<file path="config.mk">
export PLATFORM = sky130hd
export DESIGN_NAME = ttx_port
export DESIGN_NICKNAME = d
export VERILOG_FILES = /design/src/logic/ttx_pkg.sv /design/src/logic/ttx_fifo.sv /design/src/logic/ttx_port.sv
export VERILOG_INCLUDE_DIRS = /design/src /design/src/logic
export SDC_FILE = /design/constraint.sdc
export NUM_CORES = 1
export LEC_CHECK = 0
export BUFFER_PORTS_ARGS = -buffer_cell sky130_fd_sc_hd__buf_4
export CORE_MARGIN = 4
export CORE_UTILIZATION = 35
export DETAILED_ROUTE_END_ITERATION = 10
export PLACE_DENSITY = 0.55
export SYNTH_ARGS = -nofsm -noshare
export SYNTH_HDL_FRONTEND = slang
export SYNTH_SLANG_ARGS = --single-unit
</file>
<file path="constraint.sdc">
create_clock -name sys_clk -period 7.6 [get_ports sys_clk]
set_input_delay 0.76 -clock sys_clk [delete_from_list [all_inputs] [get_ports sys_clk]]
set_output_delay 0.76 -clock sys_clk [all_outputs]
set_load 0.01 [all_outputs]
</file>
<file path="src/logic/ttx_cfg.svh">
// Register offsets, field positions, reset values and slot timing counts
`ifndef TTX_CFG_SVH
`define TTX_CFG_SVH

`define TTX_CTL_ADDR        8'hc9
`define TELETEXT_REQUEST_ADDR        8'hca

`define TTX_CTL_EN_BIT      0
`define TTX_CTL_MODE_BIT    1
`define TTX_CTL_PSEL_BIT    2
`define TTX_CTL_BUSY_BIT    6
`define TTX_CTL_OVR_BIT     7
`define TTX_CTL_MASK_WIDE   8'h07
`define TTX_CTL_MASK_NARROW 8'h03
`define TTX_CTL_RST         8'h00

`define TTX_DLY_LSB         0
`define TTX_DLY_MSB         3
`define TTX_WID_LSB         4
`define TTX_WID_MSB         7
`define TELETEXT_REQUEST_RST         8'h00

`define TTX_SYS_KHZ         17'h0_9c40
`define TTX_PIX_KHZ         17'h0_6978

`define TTX_GRP_LAST_IDX    6'h24
`define TTX_LINE_LAST_BIT   9'h167
`define TTX_SHORT0          6'h09
`define TTX_SHORT1          6'h12
`define TTX_SHORT2          6'h1b
`define TTX_SHORT3          6'h24
`define TTX_SHORT_LAST      2'h2
`define TTX_LONG_LAST       2'h3
`define TTX_SAMPLE_CYC      2'h2
`define TTX_LCNT_MAX        5'h1f

`define TTX_FIFO_WIDTH      8
`define TTX_FIFO_DEPTH      8

`endif

</file>
<file path="src/logic/ttx_pkg.sv">
// Shared types of the teletext insertion port
package ttx_pkg;
	typedef enum logic [0:0] {
		TTX_IDLE,
		TTX_LINE
	} ttx_state_t;
endpackage

</file>
<file path="src/logic/ttx_fifo.sv">
// Byte FIFO between the teletext sampler and the VBI inserter
`timescale 1ns/100ps
module ttx_fifo #(
	parameter int WIDTH = 8,
	parameter int DEPTH = 8
)(
	input  wire logic             sys_clk,   // System clock
	input  wire logic             rstn,      // Synchronous reset, low
	input  wire logic             in_valid,  // Write request
	output logic                  in_ready,  // Space available
	input  wire logic [WIDTH-1:0] in_data,   // Write data
	output logic                  out_valid, // Data available
	input  wire logic             out_ready, // Reader takes data
	output logic      [WIDTH-1:0] out_data   // Head of queue
);
	localparam int AW = (DEPTH > 1) ? $clog2(DEPTH) : 1;
	localparam logic [AW-1:0] LAST = AW'(DEPTH - 1);
	localparam logic [AW:0]   FULL = (AW+1)'(DEPTH);

	typedef struct packed {
		logic [DEPTH-1:0][WIDTH-1:0] mem;
		logic [AW-1:0]               wp;
		logic [AW-1:0]               rp;
		logic [AW:0]                 cnt;
	} ttx_fifo_st_t;

	ttx_fifo_st_t s_q;
	ttx_fifo_st_t s_d;
	logic         push;
	logic         pop;

	assign in_ready  = (s_q.cnt != FULL);
	assign out_valid = (s_q.cnt != '0);
	assign out_data  = s_q.mem[s_q.rp];

	always_comb begin
		s_d  = s_q;
		push = in_valid && in_ready;
		pop  = out_valid && out_ready;
		if (push) begin
			s_d.mem[s_q.wp] = in_data;
			s_d.wp = (s_q.wp == LAST) ? '0 : s_q.wp + 1'b1;
		end
		if (pop) begin
			s_d.rp = (s_q.rp == LAST) ? '0 : s_q.rp + 1'b1;
		end
		if (push && !pop) begin
			s_d.cnt = s_q.cnt + 1'b1;
		end else if (pop && !push) begin
			s_d.cnt = s_q.cnt - 1'b1;
		end
	end

	always_ff @(posedge sys_clk) begin
		if (!rstn) begin
			s_q <= '0;
		end else begin
			s_q <= s_d;
		end
	end
endmodule

</file>
<file path="src/logic/ttx_port.sv">
// Teletext insertion port: request output, slot timing, sampling
`timescale 1ns/100ps
`include "ttx_cfg.svh"
module ttx_port #(
	parameter bit WIDE_PORT  = 1'b1,
	parameter int FIFO_DEPTH = `TTX_FIFO_DEPTH
)(
	input  wire logic       sys_clk,              // 40 MHz clock
	input  wire logic       rstn,                 // Sync reset, low
	input  wire logic       pal_mode,             // PAL standard selected
	input  wire logic       line_start,           // Teletext line begins
	input  wire logic [7:0] reg_addr,             // Register subaddress
	input  wire logic       reg_wr,               // Register write strobe
	input  wire logic [7:0] reg_wdata,            // Register write data
	output logic      [7:0] reg_rdata,            // Readback, one cycle late
	input  wire logic       vsync_data_pin,       // Teletext data on vsync
	input  wire logic       pixel_input_bit_zero, // Teletext data on P bit 0
	output logic            teletext_request_pin, // Request to source
	output logic      [7:0] ttx_byte,             // Collected byte
	output logic            ttx_byte_valid,       // Byte available
	input  wire logic       ttx_byte_ready,       // Consumer takes byte
	output logic            ttx_overrun,          // Byte lost, sticky
	output logic            ttx_busy              // Line in progress
);
	import ttx_pkg::*;

	localparam logic [7:0] CTL_MASK =
		WIDE_PORT ? `TTX_CTL_MASK_WIDE : `TTX_CTL_MASK_NARROW;

	typedef struct packed {
		logic [8:0] bit_n;
		logic [5:0] idx;
		logic [1:0] cyc;
	} ttx_slot_t;

	typedef struct packed {
		ttx_state_t st;
		logic [15:0] acc;
		logic [7:0]  ctl;
		logic [7:0]  rcfg;
		logic [7:0]  rdata;
		logic [1:0]  vs_sync;
		logic [1:0]  p0_sync;
		logic        pend;
		logic        req_on;
		ttx_slot_t   req;
		logic [4:0]  lcnt;
		logic        dwait;
		logic [3:0]  dly;
		logic        dat_on;
		ttx_slot_t   dat;
		logic [7:0]  shf;
		logic [2:0]  nbit;
		logic        wv;
		logic [7:0]  wd;
		logic        ovr;
		logic        req_pin;
	} ttx_port_st_t;

	ttx_port_st_t s_q;
	ttx_port_st_t s_d;
	logic [16:0]  sum;
	logic         pix_en;
	logic         en;
	logic         bmode;
	logic         psel;
	logic         din;
	logic [3:0]   dly_f;
	logic [4:0]   wid;
	logic [7:0]   shf_n;
	logic         fifo_in_ready;

	// Three cycles for the short bits of a group, four for the rest
	function automatic logic [1:0] slot_last(input logic [5:0] idx);
		if (idx == `TTX_SHORT0 || idx == `TTX_SHORT1 ||
		    idx == `TTX_SHORT2 || idx == `TTX_SHORT3) begin
			return `TTX_SHORT_LAST;
		end
		return `TTX_LONG_LAST;
	endfunction

	// Last-cycle test of the current slot
	function automatic logic slot_end(input ttx_slot_t s);
		return s.cyc == slot_last(s.idx);
	endfunction

	// One pixel tick along the 37-bit, 144-cycle pattern
	function automatic ttx_slot_t slot_step(input ttx_slot_t s);
		ttx_slot_t r;
		r = s;
		if (slot_end(s)) begin
			r.cyc   = 2'h0;
			r.idx   = (s.idx == `TTX_GRP_LAST_IDX) ? 6'h00 : s.idx + 6'h01;
			r.bit_n = s.bit_n + 9'h001;
		end else begin
			r.cyc = s.cyc + 2'h1;
		end
		return r;
	endfunction

	always_comb begin
		s_d    = s_q;
		pix_en = 1'b0;
		shf_n  = s_q.shf;
		s_d.wv = 1'b0;

		s_d.vs_sync = {s_q.vs_sync[0], vsync_data_pin};
		s_d.p0_sync = {s_q.p0_sync[0], pixel_input_bit_zero};

		// 27/40 fractional divider gives the pixel-rate enable
		sum = {1'b0, s_q.acc} + `TTX_PIX_KHZ;
		if (sum >= `TTX_SYS_KHZ) begin
			pix_en = 1'b1;
			s_d.acc = 16'(sum - `TTX_SYS_KHZ);
		end else begin
			s_d.acc = sum[15:0];
		end

		en    = s_q.ctl[`TTX_CTL_EN_BIT] && pal_mode;
		bmode = s_q.ctl[`TTX_CTL_MODE_BIT];
		psel  = WIDE_PORT && s_q.ctl[`TTX_CTL_PSEL_BIT];
		din   = psel ? s_q.p0_sync[1] : s_q.vs_sync[1];
		dly_f = s_q.rcfg[`TTX_DLY_MSB:`TTX_DLY_LSB];
		wid   = {1'b0, s_q.rcfg[`TTX_WID_MSB:`TTX_WID_LSB]} + 5'h01;

		if (reg_wr && reg_addr == `TTX_CTL_ADDR) begin
			s_d.ctl = reg_wdata & CTL_MASK;
			s_d.ovr = 1'b0;
		end
		if (reg_wr && reg_addr == `TELETEXT_REQUEST_ADDR) begin
			s_d.rcfg = reg_wdata;
		end

		unique case (s_q.st)
			TTX_IDLE: begin
				// A full FIFO refuses the line start; line_start is not kept, so that line is skipped
				if (en && line_start && fifo_in_ready) begin
					s_d.st     = TTX_LINE;
					s_d.pend   = 1'b1;
					s_d.req_on = 1'b0;
					s_d.dat_on = 1'b0;
					s_d.dwait  = 1'b0;
				end
			end
			TTX_LINE: begin
				if (!en) begin
					s_d.st     = TTX_IDLE;
					s_d.pend   = 1'b0;
					s_d.req_on = 1'b0;
					s_d.dat_on = 1'b0;
					s_d.dwait  = 1'b0;
				end else if (pix_en && s_q.pend) begin
					s_d.pend   = 1'b0;
					s_d.req_on = 1'b1;
					s_d.req    = '0;
					s_d.dat    = '0;
					s_d.lcnt   = 5'h00;
					s_d.nbit   = 3'h0;
					if (dly_f == 4'h0) begin
						s_d.dat_on = 1'b1;
					end else begin
						s_d.dwait = 1'b1;
						s_d.dly   = dly_f;
					end
				end else if (pix_en) begin
					if (s_q.req_on) begin
						s_d.req = slot_step(s_q.req);
						if (s_q.lcnt != `TTX_LCNT_MAX) begin
							s_d.lcnt = s_q.lcnt + 5'h01;
						end
						if (slot_end(s_q.req) &&
						    s_q.req.bit_n == `TTX_LINE_LAST_BIT) begin
							s_d.req_on = 1'b0;
						end
					end
					if (s_q.dwait) begin
						if (s_q.dly == 4'h1) begin
							s_d.dwait  = 1'b0;
							s_d.dat_on = 1'b1;
						end else begin
							s_d.dly = s_q.dly - 4'h1;
						end
					end
					if (s_q.dat_on) begin
						// Late in the slot: the pin arrives through the request
						// flop and two sync flops, about three cycles behind
						if (s_q.dat.cyc == `TTX_SAMPLE_CYC) begin
							shf_n    = {din, s_q.shf[7:1]};
							s_d.shf  = shf_n;
							s_d.nbit = s_q.nbit + 3'h1;
							if (s_q.nbit == 3'h7) begin
								s_d.wv = 1'b1;
								s_d.wd = shf_n;
							end
						end
						s_d.dat = slot_step(s_q.dat);
						if (slot_end(s_q.dat) &&
						    s_q.dat.bit_n == `TTX_LINE_LAST_BIT) begin
							s_d.dat_on = 1'b0;
							s_d.st     = TTX_IDLE;
						end
					end
				end
			end
		endcase

		// Loss is flagged after the clear so a coincident loss survives
		if (s_q.wv && !fifo_in_ready) begin
			s_d.ovr = 1'b1;
		end

		// Bit mode pulses are clipped by the slot, so wide settings merge
		if (bmode) begin
			s_d.req_pin = s_q.req_on && ({3'h0, s_q.req.cyc} < wid);
		end else begin
			s_d.req_pin = s_q.req_on && (s_q.lcnt < wid);
		end

		unique case (reg_addr)
			`TTX_CTL_ADDR: begin
				s_d.rdata = s_q.ctl;
				s_d.rdata[`TTX_CTL_OVR_BIT]  = s_q.ovr;
				s_d.rdata[`TTX_CTL_BUSY_BIT] = (s_q.st == TTX_LINE);
			end
			`TELETEXT_REQUEST_ADDR: begin
				s_d.rdata = s_q.rcfg;
			end
			default: begin
				s_d.rdata = 8'h00;
			end
		endcase
	end

	always_ff @(posedge sys_clk) begin
		if (!rstn) begin
			s_q <= '0;
		end else begin
			s_q <= s_d;
		end
	end

	ttx_fifo #(
		.WIDTH (`TTX_FIFO_WIDTH),
		.DEPTH (FIFO_DEPTH)
	) u_fifo (
		.sys_clk   (sys_clk),
		.rstn      (rstn),
		.in_valid  (s_q.wv),
		.in_ready  (fifo_in_ready),
		.in_data   (s_q.wd),
		.out_valid (ttx_byte_valid),
		.out_ready (ttx_byte_ready),
		.out_data  (ttx_byte)
	);

	assign teletext_request_pin = s_q.req_pin;
	assign reg_rdata            = s_q.rdata;
	assign ttx_overrun          = s_q.ovr;
	assign ttx_busy             = (s_q.st == TTX_LINE);
endmodule

</file>
==> results of run 1 <==
==> flip-flops by register name, indices dropped and copies added, names as in the netlist <==
| name | flops |
|---|---|
| teletext_request_pin | 1 |
| reg_rdata | 8 |
| s_d | 2 |
| u_fifo.s_q | 74 |
| s_q | 86 |
| psel | 1 |
| ttx_overrun | 1 |
| dly_f | 4 |
| ttx_busy | 1 |
| bmode | 1 |
==> routing by layer <==
metal / global-route usage [%] / wire (um)
met1: 20.2 / 10300
met3: 2.50 / 629
met4: 4.23 / 247
met2: 23.2 / 9520
met5: 0 / 0
==> layout by cell type, fill, tap and decap left out, drive strengths merged, types with 11 or more instances in the layout <==
| cell | instances |
|---|---|
| dfxtp | 179 |
| nor2 | 146 |
| nand2 | 74 |
| mux2i | 70 |
| a21oi | 70 |
| nand3 | 55 |
| buf | 51 |
| o21ai | 38 |
| ha | 33 |
| inv | 31 |
| and3 | 17 |
| clkbuf | 17 |
| mux4 | 16 |
| xnor2 | 14 |
| nor3 | 14 |
| a211oi | 13 |
| nand4 | 12 |
| nand2b | 11 |
==> power by group <==
| group | switching (W) | internal (W) | total [W] |
|---|---|---|---|
| logic | 0.000268 | 0.000161 | 0.000429 |
| registers | 0.0000592 | 0.000964 | 0.00102 |
| clock network | 0.000470 | 0.000462 | 0.000932 |
==> how the worst min path moves through the flow <==
stage            start  cells after the start      end  slack, ns
2_1_floorplan  s_d[70]                      1  s_q[70]       0.41
3_3_place_gp   s_d[70]                      1  s_q[70]       0.41
3_5_place_dp   s_d[72]                      1  s_q[72]       0.42
4_1_cts        s_d[72]                      1  s_q[72]       0.44
5_1_grt        s_d[72]                      1  s_q[72]       0.47
6_report       s_d[72]                      1  s_q[72]       0.44
==> metrics by stage <==
| step | setup WS [ns] | utilization (%) | hold slack (ns) |
|---|---|---|---|
| after floorplan | 4.90 | - | 0.412 |
| after global placement | 4.09 | 37.6 | 0.414 |
| after detailed placement | 4.02 | 37.6 | 0.417 |
| after CTS | 4.01 | 40.1 | 0.437 |
| after global routing | 3.64 | 40.1 | 0.475 |
| final | 4.01 | 40.1 | 0.438 |
==> cell families (layout without fill, tap and decap cells) <==
| family | count (synthesis) | in the layout | share of synthesized area (%) |
|---|---|---|---|
| adder cells (fa/ha/maj) | 34 | 34 | 4.79 |
| flip-flops | 179 | 179 | 39.6 |
| AO/OA/AOI/OAI | 198 | 198 | 15.2 |
| buffers and inverters | 96 | 106 | 4.76 |
| XOR/XNOR | 21 | 21 | 2.03 |
| multiplexers | 95 | 95 | 12.8 |
| AND/OR/NAND/NOR | 386 | 386 | 20.7 |
==> layout make-up <==
cell class	instances	area (sq um)
Inverter	23	88.8
Fill cell	2494	15200
Clock buffer	17	425
Clock inverter	15	211
Sequential cell	179	3580
Multi-Input combinational cell	734	5060
Tap cell	330	413
Timing Repair Buffer	51	383
==> Yosys cell counts (all sizes together) (4+ instances only) <==
library cell	n	share of area (%)
or3	4	0.28
a31oi	5	0.51
a21oi	70	4.1
xnor2	14	1.4
o31ai	7	0.58
dfxtp	179	40
a22oi	7	0.58
o41ai	7	0.89
nor2	146	6.1
and2	6	0.41
nand2b	11	0.76
mux2	9	1.1
and3	17	1.2
o22ai	4	0.28
nor3	14	0.83
mux4	16	4.0
nand3b	7	0.58
a211oi	13	1.2
nor3b	9	0.75
clkbuf	49	2.0
ha	33	4.6
xor2	7	0.68
nand3	55	3.0
nor2b	5	0.35
buf	24	1.8
nor4b	6	0.58
inv	22	0.91
o21a	6	0.51
nor4	5	0.58
nand2	74	3.1
a21o	4	0.33
mux2i	70	7.7
a311oi	4	0.46
o21ai	38	2.3
nand4	12	0.83
==> critical path: stages (launching register included) <==
cell and delay [ns]:
sky130_fd_sc_hd__dfxtp_1 0.50, sky130_fd_sc_hd__inv_1 0.08, sky130_fd_sc_hd__ha_1 0.27, sky130_fd_sc_hd__or3b_4 0.29, sky130_fd_sc_hd__a21oi_4 0.07, sky130_fd_sc_hd__o32ai_1 0.45, sky130_fd_sc_hd__o21ai_2 0.25, sky130_fd_sc_hd__a21oi_1 0.78
sky130_fd_sc_hd__nand2_1 0.37, sky130_fd_sc_hd__a211oi_1 0.31, sky130_fd_sc_hd__o22ai_1 0.11
==> out/metrics.csv, run 1 <==
metric,value,unit
clock_pin_slew_worst_setup_and_hold_paths,0.08,ns
post-route-drc-count,0,
critPathArrivalTime,3.90,ns
netlist_instances,1009,
finalSetupViolations,0,
chipHeight,169,um
final.setup.tns,0,ns
startpoint_of_the_worst_register_to_register_path,s_q[100],
synth.yosys.warnings,0,
worst-r2r-cell-count,10,
final.setup_skew,0.0194,ns
power,0.00238,W
cp_max_fo,11,
timing_hold_violations_final,0,
post_drt_via_cell_ratio,5.33,
cts_tree,built,
startpoint_type,flip-flop,
cts_made_buffers,17,
vias,7186,
timing.setup.critical_path_class,flip-flop to flip-flop,
max_clock_freq,0.279,GHz
post_synth_instance_area,9050,sq um
hp-class,flip-flop to flip-flop,
cellPowerDensity,235,nW/um^2
die_width,169,um
fp.coreArea,25300,sq um
globalplace.congestion,0.798,
report.final.slew_viol_count,0,
synth_sequential_area_ratio,39.6,%
cts_max_path_buffers,2,
ys_dominant_reg_cell,sky130_fd_sc_hd__dfxtp_1,
antenna_found_initial,0,
cts_setup_buffers,0,
port-buffer-count,43,
timing_worst_slew_pin_value,1.04,ns
fin_area,10200,sq um
synth-async-reset-ratio,0,%
placement_rows,58,
place.detailed.hpwl,13.8,mm
h_tree_levels,4,
first_pass_grt_wire_length,34.4,mm
die-area,28500,sq um
yosysUniqueCellTypes,86,
status,completed,
worstPathRequired,7.91,ns
count_of_placed_standard_cells_including_taps,1317,
leakage,3.86,nW
cts_repair_resize_count,0,
layout-drive-gt1-share,13.3,%
drt-total-wl,20.7,mm
total_of_hold_buffers_inserted_after_clock_tree_synthesis,0,
reg2reg_setup_slack,4.01,ns
synth_enable_flop_cells,0,
gr-usage-all-layers,14.5,%
cts_root_buf,sky130_fd_sc_hd__clkbuf_16,
floorplan.io_pins,44,
cp-endpoint,s_q[51],
r2r_end,s_q[51],
synthesis.area_per_instance,8.97,sq um
max-slew-margin-rel,30.4,%
avgRoutedWirePerCell,15.3,um
final_net_count,1064,
ys_seq_elements,179,
cts_num_sinks,179,
syn_nets,1067,
setup_crit_end_kind,flip-flop,
first_pass_iters,5,
ant_nets,0,
critPathLaunch,s_q[100],
vdd.ir_drop.worst,0.000140,V
grt_max_degree,83,
initial_core_util,35.7,%
diodes,0,
global_route.overflow_total,0,
timing.max_cap.violations,0,
detail_route.iter0.violations,515,
layoutNonFillerInstCount,1349,
rsz_0062_raised_after_global_routing,false,
worstSkewPairLatency,0.44,ns
area.growth.synth_to_final,12.4,%
grt_pass1_vias,6760,
placedInstanceArea,9530,sq um
final.min_clock_period,3.59,ns
timing.final.crit_share,47.2,%
(Power assumes the default switching activity.)
==> inputs of run 2 (changes only) <==
--- a/config.mk
+++ b/config.mk
@@ -10,7 +10,7 @@
 export CORE_MARGIN = 4
 export CORE_UTILIZATION = 35
 export DETAILED_ROUTE_END_ITERATION = 10
-export PLACE_DENSITY = 0.55
+export PLACE_DENSITY = 0.57
 export SYNTH_ARGS = -nofsm -noshare
 export SYNTH_HDL_FRONTEND = slang
 export SYNTH_SLANG_ARGS = --single-unit
==> constraint.sdc (replaced) <==
create_clock -name sys_clk -period 3.01 [get_ports sys_clk]
set_input_delay 0.301 -clock sys_clk [delete_from_list [all_inputs] [get_ports sys_clk]]
set_output_delay 0.301 -clock sys_clk [all_outputs]
set_load 0.01 [all_outputs]
==> run 2 against run 1 <==
Against the previous run: via count grew 0.53%; wire length up 0.43%; sequential power rose to 2.5 times the previous value; first-iteration DRC count down 18%; cell count grew 2.8%; core utilization increased by 1.3 points; register-to-register slack got worse by 3.8 ns; critical endpoint is now s_q[109]; largest cell class unchanged; highest routed layer unchanged.
==> out/metrics.csv, run 2 (synthesized netlist as in run 1, its figures left out) <==
metric,value,unit,change
timing_worst_slew_pin_value,0.665,ns,-0.374 ns
leakage,4.04,nW,+4.7%
final_net_count,1102,,+3.6%
drt-total-wl,20.8,mm,+0.43%
layout-drive-gt1-share,17.0,%,+3.7 points
final.setup.tns,0,ns,unchanged
setup_crit_end_kind,flip-flop,,
placedInstanceArea,9780,sq um,+2.6%
first_pass_iters,5,,unchanged
vias,7224,,+0.53%
avgRoutedWirePerCell,15.0,um,-2.3%
post_drt_via_cell_ratio,5.21,,-2.2%
gr-usage-met1,21.0,%,+0.80 points
critPathArrivalTime,3.20,ns,-0.70 ns
die_width,169,um,unchanged
first_pass_grt_wire_length,35.5,mm,+3.0%
cellPowerDensity,592,nW/um^2,+150%
timing.setup.critical_path_class,flip-flop to flip-flop,,
cts_made_buffers,17,,unchanged
globalplace.congestion,0.853,,+6.8%
antenna_found_initial,0,,unchanged
regMostFlops,s_q,,
grt_pass1_vias,6937,,+2.6%
final.setup_skew,0.0167,ns,-0.00267 ns
report.final.slew_viol_count,0,,unchanged
chipHeight,169,um,unchanged
final_cell_mix,"179 x sky130_fd_sc_hd__dfxtp_1, 146 x sky130_fd_sc_hd__nor2_1, 86 x sky130_fd_sc_hd__buf_4",,
timing_hold_violations_final,0,,unchanged
startpoint_type,flip-flop,,
finalSetupViolations,0,,unchanged
gr-usage-all-layers,14.8,%,+0.28 points
ant_nets,0,,unchanged
place.detailed.hpwl,14.4,mm,+4.8%
die-area,28500,sq um,unchanged
total_of_hold_buffers_inserted_after_clock_tree_synthesis,0,,unchanged
commonest_non_fill_non_tap_cell_in_the_layout,sky130_fd_sc_hd__dfxtp_1,,
post-route-drc-count,0,,unchanged
max_clock_freq,0.352,GHz,+26%
cts_root_buf,sky130_fd_sc_hd__clkbuf_16,,
timing.final.crit_share,94.5,%,+47 points
cts_num_sinks,179,,unchanged
detail_route.iter0.violations,421,,-18%
clock_pin_slew_worst_setup_and_hold_paths,0.07,ns,about the same
area.growth.synth_to_final,16.0,%,
met3_usage_in_global_routing,2.71,%,+0.21 points
cp_max_fo,11,,unchanged
fp.coreArea,25300,sq um,unchanged
max-slew-margin-rel,55.4,%,+25 points
worstSkewPairLatency,0.44,ns,about the same
cts_max_path_buffers,2,,unchanged
rsz_0062_raised_after_global_routing,false,,
cts_tree,built,,
hp-class,input port to flip-flop,,
port-buffer-count,43,,unchanged
status,completed,,
timing.max_cap.violations,0,,unchanged
h_tree_levels,4,,unchanged
vdd.ir_drop.worst,0.000392,V,+180%
worstPathRequired,3.37,ns,-4.54 ns
final.min_clock_period,2.84,ns,-0.746 ns
diodes,0,,unchanged
fin_area,10500,sq um,+3.2%
grt.busiest_layer,met2,,
placement_rows,58,,unchanged
grt.met2_usage,23.4,%,+0.12 points
hold-worst-slack,0.0786,ns,-0.359 ns
floorplan.io_pins,44,,unchanged
largest_register_ffs,86,,unchanged
global_route.overflow_total,0,,unchanged
initial_core_util,35.7,%,unchanged
final_core_utilization,41.4,%,+1.3 points
grt_max_degree,65,,-22%
-- run 2: cell count changes in the layout (fill, tap and decap cells not counted), sizes merged --
cell	before	now
nor4	5	6
buf	51	88
clkinv	7	5
clkinvlp	0	1
clkbuf	17	18
-- run 2: final cells by class --
| type | instances | area [sq um] |
|---|---|---|
| tap | 330 | 413 |
| multi-input combinational | 735 | 5130 |
| clock buffer | 18 | 439 |
| sequential | 179 | 3580 |
| timing repair buffer | 88 | 686 |
| inverter | 23 | 88.8 |
| fill | 2535 | 14800 |
| clock inverter | 14 | 154 |
-- run 2: worst paths after layout --
kind | startpoint | endpoint | slack, ns | depth (start not counted)
setup / recovery | s_q[101] | s_q[109] | 0.17 | 12
hold / removal | pixel_input_bit_zero | s_d[70] | 0.08 | 2
setup reg to reg | s_q[101] | s_q[109] | 0.17 | 12
hold reg to reg | s_d[70] | s_q[70] | 0.44 | 1
-- run 2: metal layers --
| layer | vias to the layer above | routed length [um] | part of all wire, % |
|---|---|---|---|
| li1 | 3686 | - | - |
| met1 | 3438 | 10300 | 50 |
| met2 | 83 | 9730 | 47 |
| met3 | 17 | 514 | 2.5 |
| met4 | 0 | 217 | 1.0 |
| met5 | - | 0 | 0 |
-- run 2: timing repair --
item                       4_1_cts  5_1_grt
buffers inserted                 0        5
resized for setup                0       10
setup endpoints to repair        0       39
-- run 2: worst max-delay path, stage by stage, from the launching register on --
cell and delay, ns:
sky130_fd_sc_hd__dfxtp_1 0.31, sky130_fd_sc_hd__inv_1 0.10, sky130_fd_sc_hd__ha_4 0.16, sky130_fd_sc_hd__or3b_4 0.41, sky130_fd_sc_hd__o32a_1 0.38, sky130_fd_sc_hd__a41o_1 0.27, sky130_fd_sc_hd__o21ai_4 0.14, sky130_fd_sc_hd__buf_4 0.18
sky130_fd_sc_hd__a21oi_1 0.05, sky130_fd_sc_hd__buf_4 0.19, sky130_fd_sc_hd__and3_1 0.19, sky130_fd_sc_hd__o31a_1 0.27, sky130_fd_sc_hd__nor3_1 0.12
-- run 2: power by group --
group	switching (W)	internal (W)	leakage [nW]
Clock	0.00109	0.00114	0.288
Sequential	0.000113	0.00243	1.45
Combinational	0.000794	0.000646	2.31
-- run 2: stage by stage --
step	power (W)	setup slack (ns)	cells
finish	0.00621	0.166	1387
global route	0.00655	0.00683	1387
CTS	0.00612	0.0505	1381
detailed placement	0.00387	0.0776	1349
global placement	0.00387	0.143	1349
floorplan	0.00351	0.305	1009
==> inputs of run 3 (changes only) <==
--- a/config.mk
+++ b/config.mk
@@ -8,9 +8,9 @@
 export LEC_CHECK = 0
 export BUFFER_PORTS_ARGS = -buffer_cell sky130_fd_sc_hd__buf_4
 export CORE_MARGIN = 4
-export CORE_UTILIZATION = 35
+export CORE_UTILIZATION = 30
 export DETAILED_ROUTE_END_ITERATION = 10
-export PLACE_DENSITY = 0.57
+export PLACE_DENSITY = 0.51
 export SYNTH_ARGS = -nofsm -noshare
 export SYNTH_HDL_FRONTEND = slang
 export SYNTH_SLANG_ARGS = --single-unit
==> run 3 against run 2 <==
Against the previous run: hold slack lost 0.0046 ns; maximum frequency grew 0.66%; sequential share of layout area is essentially flat; power shrank 3.0%; die area grew 16%; final area shrank 0.11%; setup slack gained 0.019 ns; register-to-register slack gained 0.02 ns; clock power shrank 4%; cell count grew 3.7%; global-route usage shrank 2.2 points; sequential cell count is the same; critical endpoint is now s_q[54].
==> out/metrics.csv, run 3 (synthesized netlist as in run 1, its figures left out) <==
metric,value,unit,change
worst-r2r-cell-count,12,,unchanged
commonest_non_fill_non_tap_cell_in_the_layout,sky130_fd_sc_hd__dfxtp_1,,
worstPathRequired,3.34,ns,-0.03 ns
cp-endpoint,s_q[54],,
finalSetupViolations,0,,unchanged
r2r_end,s_q[54],,
diodes,0,,unchanged
placement_rows,63,,+8.6%
final.min_clock_period,2.82,ns,-0.0187 ns
chipHeight,182,um,+7.6%
grt_pass1_vias,6759,,-2.6%
vias,7236,,+0.17%
cts_max_path_buffers,2,,unchanged
startpoint_type,flip-flop,,
place.detailed.hpwl,14.5,mm,+0.13%
critPathLaunch,s_q[101],,
fp.coreArea,29700,sq um,+17%
critPathArrivalTime,3.15,ns,-0.05 ns
timing_hold_violations_final,0,,unchanged
leakage,4.01,nW,-0.88%
cp_max_fo,11,,unchanged
placedInstanceArea,9830,sq um,+0.56%
timing_worst_slew_pin_value,0.674,ns,+0.00872 ns
max-slew-margin-rel,54.9,%,-0.58 points
port-buffer-count,43,,unchanged
timing.final.crit_share,93.9,%,-0.62 points
status,completed,,
regMostFlops,s_q,,
final_cell_mix,"179 x sky130_fd_sc_hd__dfxtp_1, 145 x sky130_fd_sc_hd__nor2_1, 76 x sky130_fd_sc_hd__buf_4",,
hp-class,input port to flip-flop,,
initial_core_util,30.4,%,-5.3 points
first_pass_iters,5,,unchanged
drt-total-wl,20.8,mm,about the same
clock_pin_slew_worst_setup_and_hold_paths,0.07,ns,about the same
post-route-drc-count,0,,unchanged
antenna_found_initial,0,,unchanged
post_drt_via_cell_ratio,5.03,,-3.5%
grt_max_degree,94,,+45%
final_core_utilization,35.3,%,-6.2 points
rsz_0062_raised_after_global_routing,false,,
timing.setup.critical_path_class,flip-flop to flip-flop,,
worstSkewPairLatency,0.43,ns,about the same
die-area,33000,sq um,+16%
area.growth.synth_to_final,15.8,%,
h_tree_levels,4,,unchanged
detail_route.iter0.violations,381,,-9.5%
timing.max_cap.violations,0,,unchanged
final_net_count,1094,,-0.73%
startpoint_of_the_worst_register_to_register_path,s_q[101],,
cellPowerDensity,575,nW/um^2,-2.9%
cts_root_buf,sky130_fd_sc_hd__clkbuf_16,,
cts_made_buffers,17,,unchanged
max_clock_freq,0.354,GHz,+0.66%
fin_area,10500,sq um,-0.11%
globalplace.congestion,0.834,,-2.2%
setup_crit_end_kind,flip-flop,,
reg2reg_setup_slack,0.19,ns,+0.02 ns
cts_num_sinks,179,,unchanged
largest_register_ffs,86,,unchanged
final.setup_skew,0.00742,ns,-0.00932 ns
floorplan.io_pins,44,,unchanged
cts_tree,built,,
die_width,182,um,+7.6%
vdd.ir_drop.worst,0.000398,V,+1.5%
gr-usage-all-layers,12.6,%,-2.2 points
global_route.overflow_total,0,,unchanged
avgRoutedWirePerCell,14.4,um,-3.7%
final.setup.tns,0,ns,unchanged
report.final.slew_viol_count,0,,unchanged
ant_nets,0,,unchanged
first_pass_grt_wire_length,34.7,mm,-2.2%
layout-drive-gt1-share,16.7,%,-0.35 points
[run 3: changes by cell type in the layout (fill, tap and decap cells not counted), moves of 2 or more]
cell	delta
sky130_fd_sc_hd__buf_4	-10
sky130_fd_sc_hd__o21ai_2	+3
sky130_fd_sc_hd__inv_8	-2
sky130_fd_sc_hd__clkinv_8	-2
sky130_fd_sc_hd__a211oi_1	+2
sky130_fd_sc_hd__clkbuf_8	+2
sky130_fd_sc_hd__clkinv_2	+4
[run 3: stage by stage]
stage / hold slack (ns) / power [W] / cells / setup slack (ns)
after floorplan: 0.412 / 0.00351 / 1009 / 0.305
after global placement: 0.420 / 0.00385 / 1403 / -0.0446
after detailed placement: 0.427 / 0.00382 / 1403 / -0.0859
after CTS: 0.0550 / 0.00599 / 1435 / 0.0163
after global routing: 0.0580 / 0.00634 / 1439 / 0.00696
final: 0.0740 / 0.00602 / 1439 / 0.185
[run 3: worst min-delay path by stage]
stage	start	to	slack, ns	cells after the start
after global placement	s_d[72]	s_q[72]	0.42	1
final	pixel_input_bit_zero	s_d[70]	0.07	2
after CTS	pixel_input_bit_zero	s_d[70]	0.05	2
after detailed placement	s_d[72]	s_q[72]	0.43	1
after global routing	vsync_data_pin	s_d[72]	0.06	2
after floorplan	s_d[70]	s_q[70]	0.41	1
[run 3: worst max-delay path, cell delays in order, from the launching register on]
cell	delay, ns
sky130_fd_sc_hd__dfxtp_1	0.31
sky130_fd_sc_hd__inv_1	0.08
sky130_fd_sc_hd__ha_2	0.23
sky130_fd_sc_hd__or3b_4	0.43
sky130_fd_sc_hd__o32a_1	0.39
sky130_fd_sc_hd__a41o_1	0.25
sky130_fd_sc_hd__o21ai_2	0.11
sky130_fd_sc_hd__buf_6	0.18
sky130_fd_sc_hd__a211oi_2	0.09
sky130_fd_sc_hd__buf_12	0.17
sky130_fd_sc_hd__nand3_1	0.14
sky130_fd_sc_hd__o22ai_1	0.10
sky130_fd_sc_hd__a22o_1	0.24
[run 3: power by group]
part	leakage [nW]	switching, W	internal [W]	total [W]
Sequential	1.45	0.000119	0.00243	0.00255
Combinational	2.28	0.000765	0.000568	0.00133
Clock	0.285	0.000998	0.00114	0.00214
Total	4.01	0.00188	0.00414	0.00602
[run 3: area by class of cell]
cell class / count / area [sq um]
clock buffers: 20 / 467
clock inverters: 12 / 95.1
fillers: 3035 / 19200
inverters: 23 / 88.8
multi-input cells: 735 / 5110
flip-flops and latches: 179 / 3580
well taps: 390 / 488
repair buffers: 80 / 642
[run 3: routing by layer]
layer / track usage [%] / routed length (um) / up-vias
li1: - / - / 3678
met1: 17.3 / 10200 / 3443
met2: 20.1 / 9690 / 100
met3: 2.48 / 691 / 15
met4: 3.60 / 224 / 0
met5: 0 / 0 / -
[run 3: repair_timing]
action                     in CTS  in global routing
hold buffers                    0                  0
gates resized for setup         1                 11
cloned                          0                  1
setup buffers                   0                  3
pin swaps                       0                  2
setup endpoints to repair       9                 33
